`src/core/rcr_pkg.sv`:
```
// constants, register map and field layout of the reset cause recorder
// Functional notes
// - cause bits survive later resets, accumulating
// - power-on leaves only the power-on bit set
// - oscillator validation failure sets bit 16
// - second watchdog timeout sets bit 5
// - software reset request sets bit 4
// - first watchdog timeout sets bit 3
// - brown-out sets bit 2
// - power-on sets bit 1
// - external reset pin sets bit 0
// - writing zero to a cause bit clears it
// - bits 31:17 and 15:6 read zero, ignore writes
package rcr_pkg;
	localparam int          RCR_ADDR_W     = 12;             // byte address width
	localparam int          RCR_DATA_W     = 32;             // bus data width
	localparam int          RCR_NUM_EVT    = 7;              // number of cause inputs
	// register byte offsets
	localparam logic [11:0] RCR_OFF_CAUSE  = 12'h05C;        // reset_cause_record
	localparam logic [11:0] RCR_OFF_STAT   = 12'h100;        // event status, read clears
	localparam logic [11:0] RCR_OFF_MASK   = 12'h104;        // event interrupt mask
	// cause bit positions inside reset_cause_record
	localparam int          RCR_BIT_EXT    = 0;              // external reset pin
	localparam int          RCR_BIT_POR    = 1;              // power-on
	localparam int          RCR_BIT_BROWN  = 2;              // brownout_cause
	localparam int          RCR_BIT_DOG_A  = 3;              // first_watchdog_cause
	localparam int          RCR_BIT_SOFT   = 4;              // software_reset_cause
	localparam int          RCR_BIT_DOG_B  = 5;              // second_watchdog_cause
	localparam int          RCR_BIT_OSC    = 16;             // main_osc_fail_cause
	// event input index in the cause input vector
	localparam int          RCR_EV_EXT     = 0;
	localparam int          RCR_EV_POR     = 1;
	localparam int          RCR_EV_BROWN   = 2;
	localparam int          RCR_EV_DOG_A   = 3;
	localparam int          RCR_EV_SOFT    = 4;
	localparam int          RCR_EV_DOG_B   = 5;
	localparam int          RCR_EV_OSC     = 6;
	// implemented bits, all others are reserved and read zero
	localparam logic [31:0] RCR_CAUSE_MASK = 32'h0001003F;
	localparam logic [31:0] RCR_POR_ONLY   = 32'h00000002;
	// values after reset
	localparam logic [31:0] RCR_STAT_RST   = 32'h00000000;
	localparam logic [31:0] RCR_MASK_RST   = 32'h00000000;
	localparam int          RCR_SYNC_STAGES = 2;             // synchroniser depth
	// bus response codes
	localparam logic [1:0]  RCR_RESP_OKAY  = 2'h0;
	localparam logic [1:0]  RCR_RESP_DEC   = 2'h3;
endpackage : rcr_pkg

```
`src/core/rcr_top.sv`:
```
// reset cause recorder with axi4-lite register slave and event interrupt
`timescale 1ns/1ps
module rcr_top
	import rcr_pkg::*;
(
	input  wire logic                  aclk,
	input  wire logic                  aresetn,
	// reset sources, levels, may be asynchronous
	input  wire logic                  ext_pin_cause,
	input  wire logic                  power_on_cause,
	input  wire logic                  brownout_cause,
	input  wire logic                  first_watchdog_cause,
	input  wire logic                  software_reset_cause,
	input  wire logic                  second_watchdog_cause,
	input  wire logic                  main_osc_fail_cause,
	// axi4-lite write address
	input  wire logic                  s_axi_awvalid,
	output logic                       s_axi_awready,
	input  wire logic [RCR_ADDR_W-1:0] s_axi_awaddr,
	input  wire logic [2:0]            s_axi_awprot,
	// axi4-lite write data
	input  wire logic                  s_axi_wvalid,
	output logic                       s_axi_wready,
	input  wire logic [RCR_DATA_W-1:0] s_axi_wdata,
	input  wire logic [3:0]            s_axi_wstrb,
	// axi4-lite write response
	output logic                       s_axi_bvalid,
	input  wire logic                  s_axi_bready,
	output logic [1:0]                 s_axi_bresp,
	// axi4-lite read address
	input  wire logic                  s_axi_arvalid,
	output logic                       s_axi_arready,
	input  wire logic [RCR_ADDR_W-1:0] s_axi_araddr,
	input  wire logic [2:0]            s_axi_arprot,
	// axi4-lite read data
	output logic                       s_axi_rvalid,
	input  wire logic                  s_axi_rready,
	output logic [RCR_DATA_W-1:0]      s_axi_rdata,
	output logic [1:0]                 s_axi_rresp,
	// level interrupt, any unmasked status bit
	output logic                       irq
);
	// ---- helper functions
	// map the event vector onto cause bit positions
	function automatic logic [31:0] evt_to_bits(input logic [RCR_NUM_EVT-1:0] ev);
		logic [31:0] b;
		b = 32'h00000000;
		b[RCR_BIT_OSC]   = ev[RCR_EV_OSC];
		b[RCR_BIT_DOG_B] = ev[RCR_EV_DOG_B];
		b[RCR_BIT_SOFT]  = ev[RCR_EV_SOFT];
		b[RCR_BIT_DOG_A] = ev[RCR_EV_DOG_A];
		b[RCR_BIT_BROWN] = ev[RCR_EV_BROWN];
		b[RCR_BIT_POR]  = ev[RCR_EV_POR];
		b[RCR_BIT_EXT]  = ev[RCR_EV_EXT];
		return b;
	endfunction : evt_to_bits

	// byte strobes widened to a bit mask
	function automatic logic [31:0] strb_to_mask(input logic [3:0] s);
		logic [31:0] m;
		m = 32'h00000000;
		for (int i = 0; i < 4; i++) begin
			m[8*i +: 8] = {8{s[i]}};
		end
		return m;
	endfunction : strb_to_mask

	// word-aligned view of a byte address
	function automatic logic [11:0] word_addr(input logic [RCR_ADDR_W-1:0] a);
		return {a[RCR_ADDR_W-1:2], 2'h0};
	endfunction : word_addr

	// true for any mapped offset
	function automatic logic is_mapped(input logic [11:0] a);
		return (a == RCR_OFF_CAUSE) || (a == RCR_OFF_STAT) || (a == RCR_OFF_MASK);
	endfunction : is_mapped

	// ---- synchronise the reset sources
	logic [RCR_NUM_EVT-1:0] ev_raw;   // raw event levels
	logic [RCR_NUM_EVT-1:0] ev_s;     // synchronised event levels
	logic [RCR_NUM_EVT-1:0] ev_prev_q; // previous synchronised levels
	logic [RCR_NUM_EVT-1:0] ev_prev_d;
	logic [31:0]            set_lvl;  // cause bits asserted now
	logic [31:0]            set_rise; // cause bits newly asserted

	always_comb begin
		ev_raw               = '0;
		ev_raw[RCR_EV_EXT]   = ext_pin_cause;
		ev_raw[RCR_EV_POR]   = power_on_cause;
		ev_raw[RCR_EV_BROWN] = brownout_cause;
		ev_raw[RCR_EV_DOG_A] = first_watchdog_cause;
		ev_raw[RCR_EV_SOFT]  = software_reset_cause;
		ev_raw[RCR_EV_DOG_B] = second_watchdog_cause;
		ev_raw[RCR_EV_OSC]   = main_osc_fail_cause;
	end

	rcr_sync #(
		.WIDTH  (RCR_NUM_EVT),
		.STAGES (RCR_SYNC_STAGES)
	) u_sync (
		.aclk     (aclk),
		.async_in (ev_raw),
		.sync_out (ev_s)
	);

	// edge detect on the synchronised side only
	always_comb begin
		ev_prev_d = ev_s;
		set_lvl   = evt_to_bits(ev_s);
		set_rise  = evt_to_bits(ev_s & ~ev_prev_q);
	end

	always_ff @(posedge aclk) begin
		if (!aresetn) begin
			ev_prev_q <= '0;
		end else begin
			ev_prev_q <= ev_prev_d;
		end
	end

	// ---- axi4-lite write channels
	logic                  aw_held_q, aw_held_d;  // address taken, not yet used
	logic [11:0]           aw_addr_q, aw_addr_d;  // held word address
	logic                  w_held_q, w_held_d;    // data taken, not yet used
	logic [31:0]           w_data_q, w_data_d;    // held write data
	logic [3:0]            w_strb_q, w_strb_d;    // held byte strobes
	logic                  bvalid_q, bvalid_d;    // write response pending
	logic [1:0]            bresp_q, bresp_d;      // write response code
	logic                  wr_fire;               // write applied this cycle
	logic                  wr_cause;              // write hits the cause record
	logic                  wr_mask;               // write hits the mask

	assign s_axi_awready = !aw_held_q;
	assign s_axi_wready  = !w_held_q;
	assign s_axi_bvalid  = bvalid_q;
	assign s_axi_bresp   = bresp_q;

	// take address and data in either order, apply once both are held
	always_comb begin
		aw_held_d = aw_held_q;
		aw_addr_d = aw_addr_q;
		w_held_d  = w_held_q;
		w_data_d  = w_data_q;
		w_strb_d  = w_strb_q;
		bvalid_d  = bvalid_q;
		bresp_d   = bresp_q;
		wr_fire   = aw_held_q && w_held_q && !bvalid_q;
		wr_cause  = wr_fire && (aw_addr_q == RCR_OFF_CAUSE);
		wr_mask   = wr_fire && (aw_addr_q == RCR_OFF_MASK);
		if (s_axi_awvalid && !aw_held_q) begin  // address handshake
			aw_held_d = 1'b1;
			aw_addr_d = word_addr(s_axi_awaddr);
		end
		if (s_axi_wvalid && !w_held_q) begin    // data handshake
			w_held_d = 1'b1;
			w_data_d = s_axi_wdata;
			w_strb_d = s_axi_wstrb;
		end
		if (wr_fire) begin                      // apply and answer
			aw_held_d = 1'b0;
			w_held_d  = 1'b0;
			bvalid_d  = 1'b1;
			bresp_d   = is_mapped(aw_addr_q) ? RCR_RESP_OKAY : RCR_RESP_DEC;
		end else if (bvalid_q && s_axi_bready) begin  // response taken
			bvalid_d = 1'b0;
		end
	end

	always_ff @(posedge aclk) begin
		if (!aresetn) begin
			aw_held_q <= 1'b0;
			aw_addr_q <= 12'h000;
			w_held_q  <= 1'b0;
			w_data_q  <= 32'h00000000;
			w_strb_q  <= 4'h0;
			bvalid_q  <= 1'b0;
			bresp_q   <= RCR_RESP_OKAY;
		end else begin
			aw_held_q <= aw_held_d;
			aw_addr_q <= aw_addr_d;
			w_held_q  <= w_held_d;
			w_data_q  <= w_data_d;
			w_strb_q  <= w_strb_d;
			bvalid_q  <= bvalid_d;
			bresp_q   <= bresp_d;
		end
	end

	// ---- reset cause record, deliberately outside the system reset
	logic [31:0] cause_q, cause_d;  // reset_cause_record contents

	always_comb begin
		cause_d = cause_q;
		if (wr_cause) begin
			// zero in a strobed lane clears, one
			cause_d = cause_q & (w_data_q | ~strb_to_mask(w_strb_q));
		end
		cause_d = (cause_d | set_lvl) & RCR_CAUSE_MASK;  // set wins
		if (ev_s[RCR_EV_POR]) begin
			cause_d = RCR_POR_ONLY;  // power-on wipes the others
		end
	end

	// no aresetn here so causes persist across reset sequences
	always_ff @(posedge aclk) begin
		cause_q <= cause_d;
	end

	// ---- interrupt status and mask
	logic [31:0] stat_q, stat_d;  // sticky event bits
	logic [31:0] mask_q, mask_d;  // interrupt enables
	logic        rd_fire;         // read address taken
	logic [11:0] rd_addr;         // word address of the read

	always_comb begin
		stat_d = stat_q;
		mask_d = mask_q;
		if (rd_fire && (rd_addr == RCR_OFF_STAT)) begin
			stat_d = 32'h00000000;  // read clears
		end
		stat_d = stat_d | set_rise;  // new event beats read clear
		if (wr_mask) begin
			mask_d = ((mask_q & ~strb_to_mask(w_strb_q)) |
				(w_data_q & strb_to_mask(w_strb_q))) & RCR_CAUSE_MASK;
		end
	end

	always_ff @(posedge aclk) begin
		if (!aresetn) begin
			stat_q <= RCR_STAT_RST;
			mask_q <= RCR_MASK_RST;
		end else begin
			stat_q <= stat_d;
			mask_q <= mask_d;
		end
	end

	// level output, high while any unmasked event is pending
	logic irq_q, irq_d;
	always_comb begin
		irq_d = |(stat_d & mask_d);
	end

	always_ff @(posedge aclk) begin
		if (!aresetn) begin
			irq_q <= 1'b0;
		end else begin
			irq_q <= irq_d;
		end
	end
	assign irq = irq_q;

	// ---- axi4-lite read channels
	logic        rvalid_q, rvalid_d;  // read data pending
	logic [31:0] rdata_q, rdata_d;    // registered read data
	logic [1:0]  rresp_q, rresp_d;    // read response code

	assign s_axi_arready = !rvalid_q;
	assign s_axi_rvalid  = rvalid_q;
	assign s_axi_rdata   = rdata_q;
	assign s_axi_rresp   = rresp_q;
	assign rd_fire       = s_axi_arvalid && !rvalid_q;
	assign rd_addr       = word_addr(s_axi_araddr);

	// address decode and capture of read data
	always_comb begin
		rvalid_d = rvalid_q;
		rdata_d  = rdata_q;
		rresp_d  = rresp_q;
		if (rd_fire) begin
			rvalid_d = 1'b1;
			rresp_d  = RCR_RESP_OKAY;
			if (rd_addr == RCR_OFF_CAUSE) begin
				rdata_d = cause_q & RCR_CAUSE_MASK;  // reserved read zero
			end else if (rd_addr == RCR_OFF_STAT) begin
				rdata_d = stat_q;
			end else if (rd_addr == RCR_OFF_MASK) begin
				rdata_d = mask_q;
			end else begin
				rdata_d = 32'h00000000;  // unmapped
				rresp_d = RCR_RESP_DEC;
			end
		end else if (rvalid_q && s_axi_rready) begin
			rvalid_d = 1'b0;
		end
	end

	always_ff @(posedge aclk) begin
		if (!aresetn) begin
			rvalid_q <= 1'b0;
			rdata_q  <= 32'h00000000;
			rresp_q  <= RCR_RESP_OKAY;
		end else begin
			rvalid_q <= rvalid_d;
			rdata_q  <= rdata_d;
			rresp_q  <= rresp_d;
		end
	end
endmodule : rcr_top

```
`src/core/rcr_sync.sv`:
```
// multi-bit level synchroniser, one chain of flops per bit
`timescale 1ns/1ps
module rcr_sync
	import rcr_pkg::*;
#(
	parameter int WIDTH  = RCR_NUM_EVT,
	parameter int STAGES = RCR_SYNC_STAGES
) (
	input  wire logic             aclk,
	input  wire logic [WIDTH-1:0] async_in,
	output logic      [WIDTH-1:0] sync_out
);
	// refuse chains too short to resolve metastability
	if (STAGES < 2) begin : g_bad_stages
		$error("rcr_sync needs at least two stages");
	end

	logic [WIDTH-1:0] chain_q [STAGES];  // flop chain, stage 0 faces the pin
	logic [WIDTH-1:0] chain_d [STAGES];  // next value of each stage

	// each stage takes the one before it, nothing else reads stage 0
	always_comb begin
		chain_d[0] = async_in;
		for (int i = 1; i < STAGES; i++) begin
			chain_d[i] = chain_q[i-1];
		end
	end

	// no reset: events during system reset must still get through
	always_ff @(posedge aclk) begin
		for (int i = 0; i < STAGES; i++) begin
			chain_q[i] <= chain_d[i];
		end
	end

	assign sync_out = chain_q[STAGES-1];  // registered output
endmodule : rcr_sync

```
`config.mk`:
```
export PLATFORM = sky130hd
export DESIGN_NAME = rcr_top
export DESIGN_NICKNAME = d
export VERILOG_FILES = /design/src/core/rcr_pkg.sv /design/src/core/rcr_top.sv /design/src/core/rcr_sync.sv
export SDC_FILE = /design/constraint.sdc
export NUM_CORES = 1
export LEC_CHECK = 0
export BUFFER_PORTS_ARGS = -buffer_cell sky130_fd_sc_hd__buf_2
export CAP_MARGIN = 5
export CORE_MARGIN = 5
export CORE_UTILIZATION = 30
export CTS_BUF_LIST = sky130_fd_sc_hd__clkbuf_8
export CTS_CLUSTER_SIZE = 12
export DETAILED_ROUTE_END_ITERATION = 10
export PLACE_DENSITY = 0.57
export SYNTH_ARGS = -nofsm -noshare
export SYNTH_HDL_FRONTEND = slang
export SYNTH_SLANG_ARGS = --single-unit
```
`constraint.sdc`:
```
create_clock -name aclk -period 1.8 [get_ports aclk]
set_input_delay 0.18 -clock aclk [delete_from_list [all_inputs] [get_ports aclk]]
set_output_delay 0.18 -clock aclk [all_outputs]
set_load 0.03 [all_outputs]
```
==> metrics.md <==
| Metric | Value |
|---|---|
| Fill count | `1698` |
| Synth warn | `0` |
| Routability cong. | `between 0.7 and 0.8` |
| Die ar. | `20500 um^2` |
| Worst-path clk slew | `0.08 ns` |
| CP delay by family, top | `simple AND/OR/NAND/NOR gates` |
| Synthesized instance count | `about 550` |
| CTS Buf Count | `17` |
| Antenna-violating nets left | `0` |
| Gr ovfl total | `0` |
| CP bufs+invs | `1` |
| I/O pins | `122` |
| Vias post-DR | `4293` |
| Required time worst endpoint | `roughly 2.1 ns` |
| Final Max Tran Viols | `0` |
| Root Buffer | `clkbuf_8` |
| Most frequent cells in the layout | `dfxtp_1 (149), buf_2 (84), nand2_1 (68)` |
| Layout Area Growth over Synthesis | `27.3%` |
| CTS tree | `done` |
| Critical Path Start Type | `flop` |
| Global-route wire length before repair | `21000 um` |
| Clk_skew | `roughly 0.012 ns` |
| Clock share of power | `between 30% and 40%` |
| Minimum clock period | `1.79 ns` |
| Leak Pwr | `2.95 nW` |
| Largest buffer count on any clock path | `2` |
| Reg power frac | `about 54%` |
| Max_cap viols | `0` |
| Maximum vdd drop | `478 uV` |
| Post-Route WL | `12800 um` |
| Clock Latency Late Sink | `0.44 ns` |
| Largest net degree at the start of global routing | `35` |
| Die Height | `143 um` |
| Class of the worst hold path | `in2reg` |
| Max-slew headroom | `61.2%` |
| Max Fclk | `0.558 GHz` |
| Slowest stage cell, crit path | `dfxtp_1` |
| Clk sinks | `150` |
| Die Width | `143 um` |
| CTS H-tree depth | `4` |
| Initial antenna violation count | `0` |
| Final hold vios | `0` |
| Final Worst Setup Slack | `0.00868 ns` |
| WS Path Type | `reg2reg` |
| Synth Register Bits | `150` |
| Initial Util | `30.7%` |
| Place WS | `-0.0682 ns` |
| Worst setup EP type | `flop` |
| Share of cells above drive strength 1 | `25.8%` |
| Sequential area share after synthesis | `56.4%` |
| Post-Syn Area | `about 5300 um^2` |
| Routed len/inst | `~14 um` |
| Core area | `17400 um^2` |
| Nets | `746` |
| Sw Ratio | `between 20% and 30%` |
| Final TNS setup | `0 ns` |
| PwrDens | `941 nW/um^2` |
| Detail-routed via count per cell | `4.76` |
| CP Cell Sequence | `nor4_4, buf_4, nand4_4, mux2i_1, o22ai_1, nor2_1, a41oi_1` |
| Total power | `6.38 mW` |
| Post-DP HPWL | `8780 um` |
| Slew @ Worst Pin | `0.582 ns` |
| Fin util | `39.1%` |
| Main synth FF type | `dfxtp_1` |
| Mapped Nets | `627` |
| # DRC | `0` |
| Combinational power share | `under 10%` |
| Sw power | `1.47 mW` |
| Initial DRC Count | `193` |
| Row count | `48` |
| Antenna cells | `0` |
| Post-synth EDFFs | `0` |
| Netlist cell types | `41` |
| # port buffers | `between 80 and 90` |
| DR pass1 iterations | `6` |
| Avg Inst Size Synth | `~9.7 um^2` |
| Crit-path max cell delay | `0.34 ns` |
| Pint | `4.91 mW` |
| Crit path arrival time | `around 2.1 ns` |
| Post-route clock period utilization | `99.5%` |
| Worst Path Max Fanout | `6` |
| Placed cells | `840` |
| Commonest non-fill, non-tap cell in the layout | `dfxtp_1` |
| Post-synthesis async set-or-reset flop share | `0%` |
| Footprint of the multi-input gates | `about 2200 um^2` |
| Finished Layout Cells | `between 900 and 1000` |
| Register area | `3000 um^2` |
| Setup violations, final | `0` |
| Unrepaired setup endpoints after global routing | `true` |
| All-Layer GR Usage | `12.8%` |
| Vias in the first global route | `4255` |
| Outcome | `finished, final reports clean` |
==> cells by family (layout without fill, tap and decap cells) <==
family | after synthesis | count (layout) | synth area share [%]
mux | 39 | 39 | 8.10
simple gates | 223 | 223 | 21.9
compound gates | 91 | 91 | 10.3
flops | 150 | 150 | 56.4
buf+inv | 44 | 174 | 3.38
==> synth_stat cells, types with 2 or more instances <==
| library cell | n | area, um^2 |
|---|---|---|
| nand2b_1 | 4 | 25.0 |
| nand4b_1 | 2 | 17.5 |
| dfxtp_1 | 150 | 3000 |
| a221oi_1 | 8 | 70.1 |
| nand4_1 | 5 | 31.3 |
| a2bb2oi_1 | 5 | 43.8 |
| mux2_2 | 33 | 372 |
| nand3_1 | 27 | 135 |
| buf_1 | 5 | 18.8 |
| a21oi_1 | 54 | 270 |
| nand2_1 | 68 | 255 |
| nor2_1 | 34 | 128 |
| o22ai_1 | 2 | 12.5 |
| and2_1 | 30 | 188 |
| mux2i_1 | 6 | 60.1 |
| clkbuf_1 | 22 | 82.6 |
| o21ai_0 | 8 | 40.0 |
| buf_4 | 2 | 15.0 |
| buf_2 | 6 | 30.0 |
| and3_1 | 27 | 169 |
| nor2b_1 | 6 | 37.5 |
| nor3_1 | 9 | 45.0 |
| a22oi_1 | 9 | 67.6 |
| inv_1 | 8 | 30.0 |
==> power groups by stage <==
stage | clock, mW | sequential, mW | combinational [mW]
finish | 2.41 | 3.47 | 0.508
global route | 2.63 | 3.48 | 0.561
CTS | 2.48 | 3.47 | 0.508
detailed placement | 0 | 3.54 | 0.455
global placement | 0 | 3.54 | 0.445
floorplan | 0 | 3.56 | 0.253
==> routing by layer <==
metal / part of all wire [%] / wire (um) / track usage (%)
met5: 0 / 0 / 0
met4: 2.2 / 279 / 4.76
met3: 4.1 / 525 / 3.95
met2: 50 / 6440 / 22.2
met1: 43 / 5520 / 14.9
==> worst reg2reg max path, cell delays in order, from the launching register on <==
cell and delay [ns]:
dfxtp_1 0.34, nor4_4 0.31, buf_4 0.17, nand4_4 0.18, mux2i_1 0.25, o22ai_1 0.13, nor2_1 0.15, a41oi_1 0.14
==> path summary, 6_finish.rpt <==
check	from	end	slack, ns	cells past startpoint
setup reg to reg	aw_addr_q[5]	irq	0.009	7
hold / removal	s_axi_arvalid	s_axi_rvalid	0.04	3
setup / recovery	aw_addr_q[5]	irq	0.009	7
hold reg to reg	u_sync.chain_q[0][3]	u_sync.chain_q[0][10]	0.33	0
==> area by class of cell <==
cell class              count  area share, %
clock inverters             7          0.812
repair buffers            135           13.7
flip-flops and latches    150           44.3
multi-input cells         353           31.9
well taps                 225           4.15
inverters                   9          0.498
clock buffers              23           4.67
==> sequential cells by signal, indices dropped and copies added, names as in the netlist <==
name,flops
aw_addr_q,10
aw_held_q,1
cause_q,7
ev_prev_q,7
irq,1
mask_q,32
s_axi_bresp,1
s_axi_bvalid,1
s_axi_rdata,32
s_axi_rresp,1
s_axi_rvalid,1
stat_q,32
u_sync.chain_q,14
w_data_q,7
w_held_q,1
w_strb_q,2
==> what timing repair did <==
action                                  CTS  global route
gates resized for setup                   2             1
pin swaps                                 4             1
endpoints found under the setup margin    1            33
hold endpoints to repair                 30             0
gates cloned                              0             0
buffers inserted                          1             1
hold buffers                             30             0
==> through the flow <==
stage               instance area (um^2)  hold WS (ns)
finish                              6780        0.0425
global route                        6780        0.0203
CTS                                 6770       0.00204
detailed placement                  6080         0.284
global placement                    6080         0.285
floorplan                           5330         0.208
Note: power is estimated with default switching activity, not from simulation.
